[config.mk]
export PLATFORM = sky130hd
export DESIGN_NAME = undef_decode_abort_restore
export DESIGN_NICKNAME = d
export VERILOG_FILES = /design/src/core/undef_abort_pkg.sv /design/src/core/undef_decode_abort_restore.sv
export SDC_FILE = /design/constraint.sdc
export NUM_CORES = 1
export LEC_CHECK = 0
export BUFFER_PORTS_ARGS = -buffer_cell sky130_fd_sc_hd__buf_2
export CAP_MARGIN = 20
export CORE_UTILIZATION = 35
export DETAILED_ROUTE_END_ITERATION = 8
export PLACE_DENSITY_LB_ADDON = 0.1
export SLEW_MARGIN = 10
export SYNTH_ARGS = -nofsm -noshare
export SYNTH_HDL_FRONTEND = slang
export SYNTH_SLANG_ARGS = --single-unit
[constraint.sdc]
create_clock -name sys_clk -period 2.1 [get_ports sys_clk]
set_input_delay 0.21 -clock sys_clk [delete_from_list [all_inputs] [get_ports sys_clk]]
set_output_delay 0.21 -clock sys_clk [all_outputs]
set_load 0.005 [all_outputs]
[src/core/undef_abort_pkg.sv]
// Package of constants for the undefined-decode and abort-restore unit
package undef_abort_pkg;
  localparam int          INSTR_W          = 32;
  localparam int          HALF_W           = 16;
  localparam int          REG_IDX_W        = 4;
  // Undefined space: bits 27:25 == 3'b011 with bit 4 set
  localparam int          UNDEF_HI         = 27;
  localparam int          UNDEF_LO         = 25;
  localparam logic [2:0]  UNDEF_FIELD      = 3'h3;
  localparam int          UNDEF_BIT        = 4;
  // Coprocessor numbers handled inside the core
  localparam logic [3:0]  SYSCTL_CP_NUM    = 4'hf;
  localparam logic [3:0]  DEBUG_CP_NUM     = 4'he;
  // Offset added to instruction address when the pc is stored
  localparam logic [31:0] PC_STORE_OFFSET  = 32'h0000000c;
  // Processor modes: user mode is the only unprivileged one
  localparam logic [4:0]  MODE_USER        = 5'h10;
  localparam logic [31:0] RESET_WORD       = 32'h00000000;
  localparam logic [3:0]  PC_INDEX         = 4'hf;
  // Pipeline stage codes, one-hot
  typedef enum logic [4:0] {
    ST_FETCH  = 5'b00001,
    ST_DECODE = 5'b00010,
    ST_EXEC   = 5'b00100,
    ST_MEM    = 5'b01000,
    ST_WB     = 5'b10000
  } stage_e;
endpackage

[src/core/undef_decode_abort_restore.sv]
// Undefined-instruction decode, base-restore on data abort and pc-store value
`timescale 1ns/1ps
module undef_decode_abort_restore (
  input  wire logic                                 sys_clk,        // Core clock
  input  wire logic                                 srst,           // Sync reset
  input  wire logic                                 dec_valid,      // Decode holds an instr
  input  wire logic [undef_abort_pkg::INSTR_W-1:0]  dec_instr,      // Instr word (16b in low)
  input  wire logic [undef_abort_pkg::INSTR_W-1:0]  dec_addr,       // Instr address
  input  wire logic                                 dec_half_set,   // 16-bit set selected
  input  wire logic [4:0]                           cpu_mode,       // Current processor mode
  input  wire logic [undef_abort_pkg::INSTR_W-1:0]  base_value,     // Base reg read at decode
  input  wire logic                                 mem_abort,      // Abort for instr in mem
  output logic                                      undef_trap,     // Undefined exception
  output logic                                      abort_trap,     // Data abort exception
  output logic                                      mem_suppress,   // Kill the memory access
  output logic                                      base_restore,   // Write back saved base
  output logic [undef_abort_pkg::REG_IDX_W-1:0]     base_idx,       // Base register index
  output logic [undef_abort_pkg::INSTR_W-1:0]       base_old,       // Saved base value
  output logic [undef_abort_pkg::INSTR_W-1:0]       pc_store_val,   // Value stored for pc
  output logic                                      cp_move_valid,  // Coproc move to issue
  output logic                                      cp_move_read    // Move from coprocessor
);

  import undef_abort_pkg::*;

  // ----------------------------------------------------------------
  // Field views of the word in decode
  // ----------------------------------------------------------------
  logic [INSTR_W-1:0] iw;           // Word in its 32-bit view
  logic [HALF_W-1:0]  hw;           // Low half in its 16-bit view
  logic [3:0]         cp_num;       // Coprocessor number field
  logic               cp_internal;  // Aimed at a coprocessor inside the core
  logic               privileged;   // Any mode but user

  // Slices for the 32-bit and 16-bit decoders
  assign iw          = dec_instr;
  assign hw          = dec_instr[HALF_W-1:0];
  assign cp_num      = dec_instr[11:8];
  assign cp_internal = (cp_num == SYSCTL_CP_NUM) || (cp_num == DEBUG_CP_NUM);
  assign privileged  = (cpu_mode != MODE_USER);

  // ----------------------------------------------------------------
  // 32-bit set classification
  // ----------------------------------------------------------------
  logic w_undef_space;   // Always-undefined space
  logic w_arith_undef;   // Unused corner of the multiply space
  logic w_ctrl_space;    // Control extension space
  logic w_ctrl_ok;       // Status moves and branch-exchange
  logic w_ls_ext;        // Bits 27:25 zero with bits 7 and 4 set
  logic w_ls_undef;      // Unused load/store extension encodings
  logic w_cp_ext;        // Coprocessor extension space
  logic w_cp_data;       // Coprocessor data operation
  logic w_cp_move;       // Register move to or from a coprocessor
  logic w_cp_xfer;       // Coprocessor load or store
  logic w_cp_trap;       // Coprocessor access refused by the core
  logic w_single;        // Single word or byte transfer
  logic w_half_xfer;     // Halfword and signed transfers
  logic w_multi;         // Multiple-register transfer
  logic w_swap;          // Swap
  logic w_undef;         // Any undefined reason
  logic w_access;        // Goes to memory
  logic w_wb;            // Updates its base register
  logic w_pc_store;      // Writes the pc to memory

  // Undefined space and extension spaces
  assign w_undef_space = (iw[UNDEF_HI:UNDEF_LO] == UNDEF_FIELD) && iw[UNDEF_BIT];
  assign w_arith_undef = (iw[27:24] == 4'h0) && (iw[7:4] == 4'h9)
                         && (iw[23:22] == 2'h1);
  assign w_ls_ext      = (iw[27:25] == 3'h0) && iw[7] && iw[4];
  assign w_ls_undef    = w_ls_ext
                         && (((iw[6:5] != 2'h0) && !iw[20] && iw[6])
                             || ((iw[6:5] == 2'h0) && iw[24]
                                 && (iw[23] || (iw[21:20] != 2'h0))));
  assign w_ctrl_space  = (iw[27:26] == 2'h0) && (iw[24:23] == 2'h2) && !iw[20]
                         && !(!iw[25] && iw[7] && iw[4]);
  assign w_ctrl_ok     = (!iw[25] && (iw[7:4] == 4'h0))
                         || (iw[25] && iw[21])
                         || (!iw[25] && (iw[22:21] == 2'h1) && (iw[7:4] == 4'h1));
  assign w_cp_ext      = (iw[27:23] == 5'h18) && !iw[21];

  // Coprocessor classes; core coprocessors only take register moves
  assign w_cp_data     = (iw[27:24] == 4'he) && !iw[4];
  assign w_cp_move     = (iw[27:24] == 4'he) && iw[4];
  assign w_cp_xfer     = (iw[27:25] == 3'h6) && !w_cp_ext;
  assign w_cp_trap     = ((w_cp_data || w_cp_xfer) && cp_internal)
                         || (w_cp_move && (cp_num == SYSCTL_CP_NUM) && !privileged);

  // Memory classes
  assign w_single      = (iw[27:26] == 2'h1) && !w_undef_space;
  assign w_half_xfer   = w_ls_ext && (iw[6:5] != 2'h0) && !w_ls_undef;
  assign w_multi       = (iw[27:25] == 3'h4);
  assign w_swap        = w_ls_ext && (iw[6:5] == 2'h0) && iw[24] && !w_ls_undef;

  // Summary of the 32-bit word
  assign w_undef       = w_undef_space || w_arith_undef || (w_ctrl_space && !w_ctrl_ok)
                         || w_ls_undef || w_cp_ext || w_cp_trap;
  assign w_access      = w_single || w_half_xfer || w_multi || w_swap
                         || (w_cp_xfer && !cp_internal);
  assign w_wb          = ((w_single || w_half_xfer) && (!iw[24] || iw[21]))
                         || ((w_multi || w_cp_xfer) && iw[21]);
  assign w_pc_store    = !iw[20] && ((w_single && (iw[15:12] == PC_INDEX))
                                     || (w_multi && iw[PC_INDEX]));

  // ----------------------------------------------------------------
  // 16-bit set classification
  // ----------------------------------------------------------------
  logic       h_undef;   // Undefined 16-bit encoding
  logic       h_single;  // Single transfers, no base update
  logic       h_multi;   // Multiple transfer with base update
  logic       h_stack;   // Push or pop through the stack pointer
  logic [3:0] h_base;    // Base register of a 16-bit transfer

  // Reserved corners of the compressed set
  assign h_undef  = (hw[15:8] == 8'hde) || (hw[15:11] == 5'h1d)
                    || ((hw[15:12] == 4'hb)
                        && !((hw[11:8] == 4'h0) || (hw[10:9] == 2'h2)));
  assign h_single = (hw[15:12] >= 4'h5) && (hw[15:12] <= 4'h9);
  assign h_multi  = (hw[15:12] == 4'hc);
  assign h_stack  = (hw[15:12] == 4'hb) && (hw[10:9] == 2'h2);
  // Stack pointer is register 13
  assign h_base   = h_multi ? {1'b0, hw[10:8]} : 4'hd;

  // ----------------------------------------------------------------
  // Selection by the active instruction set
  // ----------------------------------------------------------------
  logic                 d_undef;     // Word decodes as undefined
  logic                 d_access;    // Word reaches memory
  logic                 d_wb;        // Word updates its base
  logic [REG_IDX_W-1:0] d_base_idx;  // Base register index
  logic                 d_pc_store;  // Word stores the pc
  logic                 d_move;      // Allowed move to a core coprocessor

  // Only the selected set is decoded
  assign d_undef    = dec_half_set ? h_undef : w_undef;
  assign d_access   = (dec_half_set ? (h_single || h_multi || h_stack) : w_access)
                      && !d_undef;
  assign d_wb       = dec_half_set ? (h_multi || h_stack) : w_wb;
  assign d_base_idx = dec_half_set ? h_base : iw[19:16];
  assign d_pc_store = !dec_half_set && w_pc_store;
  assign d_move     = !dec_half_set && w_cp_move && cp_internal && !w_cp_trap;

  // ----------------------------------------------------------------
  // Decode to execute: stage registers and decode results
  // ----------------------------------------------------------------
  logic                 ex_undef_q;       // Undefined word in execute
  logic                 ex_undef_d;
  logic                 ex_access_q;      // Live access in execute
  logic                 ex_access_d;
  logic                 ex_wb_q;          // Base update in execute
  logic                 ex_wb_d;
  logic [REG_IDX_W-1:0] ex_idx_q;         // Base index in execute
  logic [REG_IDX_W-1:0] ex_idx_d;
  logic [INSTR_W-1:0]   ex_base_q;        // Base value before the word
  logic [INSTR_W-1:0]   ex_base_d;
  logic                 undef_trap_q;     // Undefined exception pulse
  logic                 undef_trap_d;
  logic                 cp_move_valid_q;  // Move issue pulse
  logic                 cp_move_valid_d;
  logic                 cp_move_read_q;   // Move direction
  logic                 cp_move_read_d;
  logic [INSTR_W-1:0]   pc_store_val_q;   // Value for a stored pc
  logic [INSTR_W-1:0]   pc_store_val_d;

  // Next values on leaving decode
  always_comb begin
    ex_undef_d      = dec_valid && d_undef;
    ex_access_d     = dec_valid && d_access;
    ex_wb_d         = d_wb;
    ex_idx_d        = d_base_idx;
    ex_base_d       = base_value;
    undef_trap_d    = dec_valid && d_undef;
    cp_move_valid_d = dec_valid && d_move;
    cp_move_read_d  = dec_valid && d_move && iw[20];
    pc_store_val_d  = pc_store_val_q;
    if (dec_valid && d_pc_store) begin
      pc_store_val_d = dec_addr + PC_STORE_OFFSET;
    end
    if (srst) begin
      ex_undef_d      = 1'b0;
      ex_access_d     = 1'b0;
      ex_wb_d         = 1'b0;
      ex_idx_d        = RESET_WORD[REG_IDX_W-1:0];
      ex_base_d       = RESET_WORD;
      undef_trap_d    = 1'b0;
      cp_move_valid_d = 1'b0;
      cp_move_read_d  = 1'b0;
      pc_store_val_d  = RESET_WORD;
    end
  end

  // Decode-edge registers
  always_ff @(posedge sys_clk) begin
    ex_undef_q      <= ex_undef_d;
    ex_access_q     <= ex_access_d;
    ex_wb_q         <= ex_wb_d;
    ex_idx_q        <= ex_idx_d;
    ex_base_q       <= ex_base_d;
    undef_trap_q    <= undef_trap_d;
    cp_move_valid_q <= cp_move_valid_d;
    cp_move_read_q  <= cp_move_read_d;
    pc_store_val_q  <= pc_store_val_d;
  end

  // ----------------------------------------------------------------
  // Execute to memory: access kill and saved base
  // ----------------------------------------------------------------
  logic                 mem_valid_q;     // Live access in memory
  logic                 mem_valid_d;
  logic                 mem_wb_q;        // Base update in memory
  logic                 mem_wb_d;
  logic [REG_IDX_W-1:0] mem_idx_q;       // Base index in memory
  logic [REG_IDX_W-1:0] mem_idx_d;
  logic [INSTR_W-1:0]   mem_base_q;      // Saved base in memory
  logic [INSTR_W-1:0]   mem_base_d;
  logic                 mem_suppress_q;  // Kill pulse for the access
  logic                 mem_suppress_d;

  // Undefined words never enter memory, so a late abort is ignored
  always_comb begin
    mem_valid_d    = ex_access_q;
    mem_wb_d       = ex_wb_q;
    mem_idx_d      = ex_idx_q;
    mem_base_d     = ex_base_q;
    mem_suppress_d = ex_undef_q;
    if (srst) begin
      mem_valid_d    = 1'b0;
      mem_wb_d       = 1'b0;
      mem_idx_d      = RESET_WORD[REG_IDX_W-1:0];
      mem_base_d     = RESET_WORD;
      mem_suppress_d = 1'b0;
    end
  end

  // Execute-edge registers
  always_ff @(posedge sys_clk) begin
    mem_valid_q    <= mem_valid_d;
    mem_wb_q       <= mem_wb_d;
    mem_idx_q      <= mem_idx_d;
    mem_base_q     <= mem_base_d;
    mem_suppress_q <= mem_suppress_d;
  end

  // ----------------------------------------------------------------
  // Memory to write-back: abort and base restore
  // ----------------------------------------------------------------
  logic                 abort_trap_q;    // Data abort pulse
  logic                 abort_trap_d;
  logic                 base_restore_q;  // Restore pulse
  logic                 base_restore_d;
  logic [REG_IDX_W-1:0] base_idx_q;      // Index to restore, held
  logic [REG_IDX_W-1:0] base_idx_d;
  logic [INSTR_W-1:0]   base_old_q;      // Value to restore, held
  logic [INSTR_W-1:0]   base_old_d;

  // Write-back puts the old base back instead of the updated one
  always_comb begin
    abort_trap_d   = mem_valid_q && mem_abort;
    base_restore_d = mem_valid_q && mem_abort && mem_wb_q;
    base_idx_d     = base_idx_q;
    base_old_d     = base_old_q;
    if (mem_valid_q && mem_abort && mem_wb_q) begin
      base_idx_d = mem_idx_q;
      base_old_d = mem_base_q;
    end
    if (srst) begin
      abort_trap_d   = 1'b0;
      base_restore_d = 1'b0;
      base_idx_d     = RESET_WORD[REG_IDX_W-1:0];
      base_old_d     = RESET_WORD;
    end
  end

  // Memory-edge registers
  always_ff @(posedge sys_clk) begin
    abort_trap_q   <= abort_trap_d;
    base_restore_q <= base_restore_d;
    base_idx_q     <= base_idx_d;
    base_old_q     <= base_old_d;
  end

  // ----------------------------------------------------------------
  // Outputs straight from flip-flops
  // ----------------------------------------------------------------
  assign undef_trap    = undef_trap_q;
  assign abort_trap    = abort_trap_q;
  assign mem_suppress  = mem_suppress_q;
  assign base_restore  = base_restore_q;
  assign base_idx      = base_idx_q;
  assign base_old      = base_old_q;
  assign pc_store_val  = pc_store_val_q;
  assign cp_move_valid = cp_move_valid_q;
  assign cp_move_read  = cp_move_read_q;

endmodule

Word level (Yosys, flattened, before mapping)

Index checks and enable logic that the tools add are counted.

$add $sub $neg: 1
Magnitude comparators: 2
Equality and inequality tests: 20
Muxes and demuxes: 5
Reductions and logical operators: 104

Operators by type and width:

| kind                  | count |
|---|---|
| $logic_and 1x1->1     | 54 |
| $add 32x4->32 const B | 1 |
| $eq 4x4->1 const B    | 7 |
| $logic_or 1x1->1      | 26 |
| $logic_not 1->1       | 16 |
| $logic_not 4->1       | 3 |
| $eq 5x5->1 const B    | 2 |
| $eq 8x8->1 const B    | 1 |
| $mux 4                | 2 |
| $eq 2x1->1 const B    | 3 |
| $eq 3x3->1 const B    | 2 |
| $ne 5x5->1 const B    | 1 |
| $eq 2x2->1 const B    | 2 |
| $eq 4x1->1 const B    | 1 |
| $ge 4x3->1 const B    | 1 |
| $le 4x4->1 const B    | 1 |
| $logic_not 2->1       | 2 |
| $reduce_bool 2->1     | 2 |
| $eq 3x2->1 const B    | 1 |
| $logic_not 3->1       | 1 |
| $mux 1                | 3 |

Flip-flop bits (word level): 150
Bits of input ports: 106
Output and inout port bits: 74

Depth between registers and ports, before layout

Depth in word-level cells: 14
Mapped depth: 8
Gate-level depth less buffers: 7

Worst setup path after synthesis

Ideal clock, no wire load.

Path type: input-to-reg
From: in dec_addr[2] (netlist bit)
To: reg pc_store_val_q[14], in the netlist pc_store_val[14]
Library setup time: 86 ps
Data arrival time: 1541 ps
Data required time: 2014 ps
Setup slack: 473 ps
Stages on the path: 7
Cells stage by stage: inv_1 -> ha_1 -> and4b_1 -> nand3_1 -> or2_2 -> xor2_1 -> a211oi_1

Word-level cells in the longest chain between the ends: 1

RTL lines:

| what                   | RTL line                          | source |
|---|---|---|
| start: declaration     | undef_decode_abort_restore.sv:8   | `input wire logic [undef_abort_pkg::INSTR_W-1:0] dec_addr,` |
| $add 32x4->32          | undef_decode_abort_restore.sv:176 | `pc_store_val_d = dec_addr + PC_STORE_OFFSET;` |
| end signal: assignment | undef_decode_abort_restore.sv:201 | `pc_store_val_q <= pc_store_val_d;` |
| end: declaration       | undef_decode_abort_restore.sv:161 | `logic [INSTR_W-1:0] pc_store_val_q;` |

No other way between the ends.
A chain may end at the register's enable or synchronous reset.

Worst setup path after layout

Same ends and word-level chain as after synthesis.

==> flow_metrics.env <==
export IMPL_finalSetupTns_ns=0
export IMPL_htree_levels=4
export IMPL_top_usage_layer="met2"
export IMPL_post_route_period_util=0.9351
export IMPL_async_flop_share=0
export IMPL_ios=180
export IMPL_p_per_area_nw_per_um2=902.1
export IMPL_crit_end="pc_store_val[14]"
export IMPL_worst_path_stages=9
export IMPL_synthMuxAreaShare=0.01461
export IMPL_routed_wl_um=12610
export IMPL_place_congestion=0.8317
export IMPL_wl_per_cell_um=12.66
export IMPL_vias=4568
export IMPL_slowest_stage="dlygate4sd3_1"
export IMPL_drc=0
export IMPL_die_h_um=128.1
export IMPL_r2r_end="base_old[19]"
export IMPL_detail_route_antenna_nets=0
export IMPL_numCtsBuffers=17
export IMPL_r2r_start="mem_valid_q"
export IMPL_status="finished clean"
export IMPL_die_w_um=128.1
export IMPL_synth_edf_count=0
export IMPL_synth_seq_cells=150
export IMPL_synthCells=589
export IMPL_final_cell_mix="170 x buf_2, 150 x dfxtp_1, 87 x nand2_1"
export IMPL_antenna_found_initial=0
export IMPL_layout_setup_ws_ns=0.1363
export IMPL_fin_area_um2=7497
export IMPL_vdd_ir_drop_max_mv=0.6224
export IMPL_root_buffer="clkbuf_16"
export IMPL_hold_viol_final=0
export IMPL_synth_top_flop_cell="dfxtp_1"
export IMPL_use_met1=0.1935
export IMPL_dieArea_um2=16420
export IMPL_yosys_warnings=0
export IMPL_final_common_cell="buf_2"
export IMPL_grt_usage=0.1630
export IMPL_cts_tree="yes"
export IMPL_grt_remaining_overflow=0
export IMPL_path_cells="dlygate4sd3_1 > buf_2 > inv_1 > ha_1 > and4b_2 > nand3_1 > or2_2 > xor2_1 > a211oi_1"
export IMPL_synth_top_family_by_area="simple AND/OR/NAND/NOR gates"
export IMPL_syn_nets=696
export IMPL_startpoint_type="input port"
export IMPL_std_cell_rows=45
export IMPL_hp_class="input port to register"
export IMPL_syn_area_um2=5568
export IMPL_crit_family="simple AND/OR/NAND/NOR gates"
export IMPL_start_util=0.3622
export IMPL_relSlewSlack=0.6039
export IMPL_core_area_um2=15370
export IMPL_drv_slew=0
export IMPL_fin_util=0.4877
export IMPL_grt_pass1_vias=4463
export IMPL_fin_crit_ns=1.964
export IMPL_register_area_um2=3003
export IMPL_critical_path_required_ns=2.43
export IMPL_drt_iter0_markers=171
export IMPL_path_buf_inv=3
export IMPL_layout_drive_gt1_share=0.2879
export IMPL_nNetsFinal=879
export IMPL_cts_num_sinks=150
export IMPL_synthSimpleGateAreaFrac=0.2508
export IMPL_hpwl_um=8843
export IMPL_ys_seq_area_frac=0.5393
export IMPL_via_per_inst=4.586
export IMPL_first_pass_iters=5
export IMPL_clkTransAtPathRegs_ns=0.06
export IMPL_worstPathArrival_ns=2.30
export IMPL_clockBufferDepth=2
export IMPL_fillCellCount=1517
export IMPL_max_freq_mhz=509.2
export IMPL_synth_cell_type_count=54
export IMPL_cap_violations=0
export IMPL_path_max_fanout=5
export IMPL_grtUsageMet3=0.06386
export IMPL_rrSetupSlack_ns=0.75
export IMPL_antennaDiodeCount=0
export IMPL_setup_violations=0
export IMPL_grt_max_degree=61
export IMPL_rr_worst_depth=4
export IMPL_synth_compound_area_frac=0.1124
export IMPL_placedInstanceArea_um2=6604
export IMPL_setup_worst_path_start="dec_addr[2]"
export IMPL_dp_slack_ns=0.1715
export IMPL_portBuffers=171
export IMPL_synth_fa_ha_area_frac=0.002247
export IMPL_multiInputGateArea_um2=2372
export IMPL_syn_avg_cell_area_um2=9.453
export IMPL_area_growth_pct=34.65
export IMPL_clk_latency_ns=0.41
export IMPL_cp_slowest_stage_delay_ns=0.52
export IMPL_rsz0062_at_grt="yes"
export IMPL_met2_usage=0.2596
export IMPL_endpoint_kind="register"
export IMPL_tightest_slew_ns=0.5942
export IMPL_skew_ns=0.004103
export IMPL_critPathKind="input port to register"
export IMPL_synthXorXnorAreaFrac=0.04562
export IMPL_grt_pass1_wl_um=20910
export IMPL_leakage_nw=3.121
[power by group]
group	total (mW)	switching [mW]	internal (mW)	leakage, nW
Sequential	2.94	0.0178	2.92	1.22
Clock	3.43	1.18	2.24	0.325
Combinational	0.396	0.201	0.194	1.57
[sequential cells by signal, summed over array words and instances, names as in the netlist]
register and cells:
cp_move_valid 1, undef_trap 1, ex_base_q 32, abort_trap 1, ex_access_q 1, mem_idx_q 4
ex_idx_q 4, mem_suppress 1, mem_wb_q 1, base_idx 4, base_restore 1, base_old 32
cp_move_read 1, pc_store_val 32, mem_valid_q 1, ex_wb_q 1, mem_base_q 32
[worst min-delay path by stage]
stage	start	to	slack, ns	depth (start not counted)
final	base_value[12]	ex_base_q[12]	0.02	2
after global routing	base_value[6]	ex_base_q[6]	0.001	2
after CTS	base_value[9]	ex_base_q[9]	0.0003	2
after detailed placement	ex_base_q[13]	mem_base_q[13]	0.42	1
after global placement	ex_base_q[16]	mem_base_q[16]	0.42	1
after floorplan	dec_half_set	cp_move_valid	0.29	1
[cell usage after synthesis (2+ instances only)]
cell type    n  share of area
and4b_1      2         0.0036
clkbuf_1    24          0.016
xor2_1      17          0.027
a31oi_1      2         0.0022
a311oi_1     2         0.0031
nor4_4       2         0.0076
xnor2_1     12          0.019
nor4b_1      3         0.0047
nand4_1      7         0.0079
inv_1        8         0.0054
and4_1       4         0.0063
nor4_1       3         0.0034
nor4_2       2         0.0045
nor2b_1     73          0.082
dfxtp_1    150           0.54
nor2_1      43          0.029
o31ai_1      3         0.0040
a211oi_1    26          0.035
a21oi_1     42          0.038
nand2b_1     6         0.0067
o21ai_0      6         0.0054
and2_1       2         0.0022
nand3_1      9         0.0081
nand2_1     87          0.059
a211oi_2     3         0.0067
buf_2        3         0.0027
nor3_1       6         0.0054
and3_1       3         0.0034
buf_1        2         0.0013
mux2i_1      7          0.013
buf_4        7         0.0094
[per-layer routing]
metal	wire length, um	part of all wire
met5	0	0
met4	259	0.021
met3	842	0.067
met2	5856	0.46
met1	5648	0.45
[layout make-up]
cell class | count | area share
Sequential cell | 150 | 0.4005
Multi-Input combinational cell | 395 | 0.3164
Timing Repair Buffer | 200 | 0.1539
Clock buffer | 18 | 0.05724
Tap cell | 211 | 0.03521
Clock inverter | 14 | 0.03271
Inverter | 8 | 0.004005
[cell families (layout without fill, tap and decap cells)]
| kind of cell | count (synthesis) | after routing |
|---|---|---|
| multiplexers | 8 | 8 |
| adder cells (fa/ha/maj) | 1 | 1 |
| buffers and inverters | 44 | 240 |
| AND/OR/NAND/NOR | 262 | 262 |
| AO/OA/AOI/OAI | 95 | 95 |
| XOR/XNOR | 29 | 29 |
| flip-flops | 150 | 150 |
[per-stage QoR]
step	cells	hold slack (ns)	power, mW
final	996	0.01863	6.764
after global routing	996	0.001067	7.042
after CTS	995	0.0002741	6.873
after detailed placement	942	0.4204	3.370
after global placement	942	0.4181	3.361
after floorplan	589	0.2946	3.194
[timing repair]
item                                   in CTS  in global routing
buffers inserted                            0                  1
hold buffers                               21                  0
setup endpoints to repair                   0                  6
gates resized for setup                     0                  1
endpoints found under the hold margin      21                  0
(Power assumes the default switching activity.)
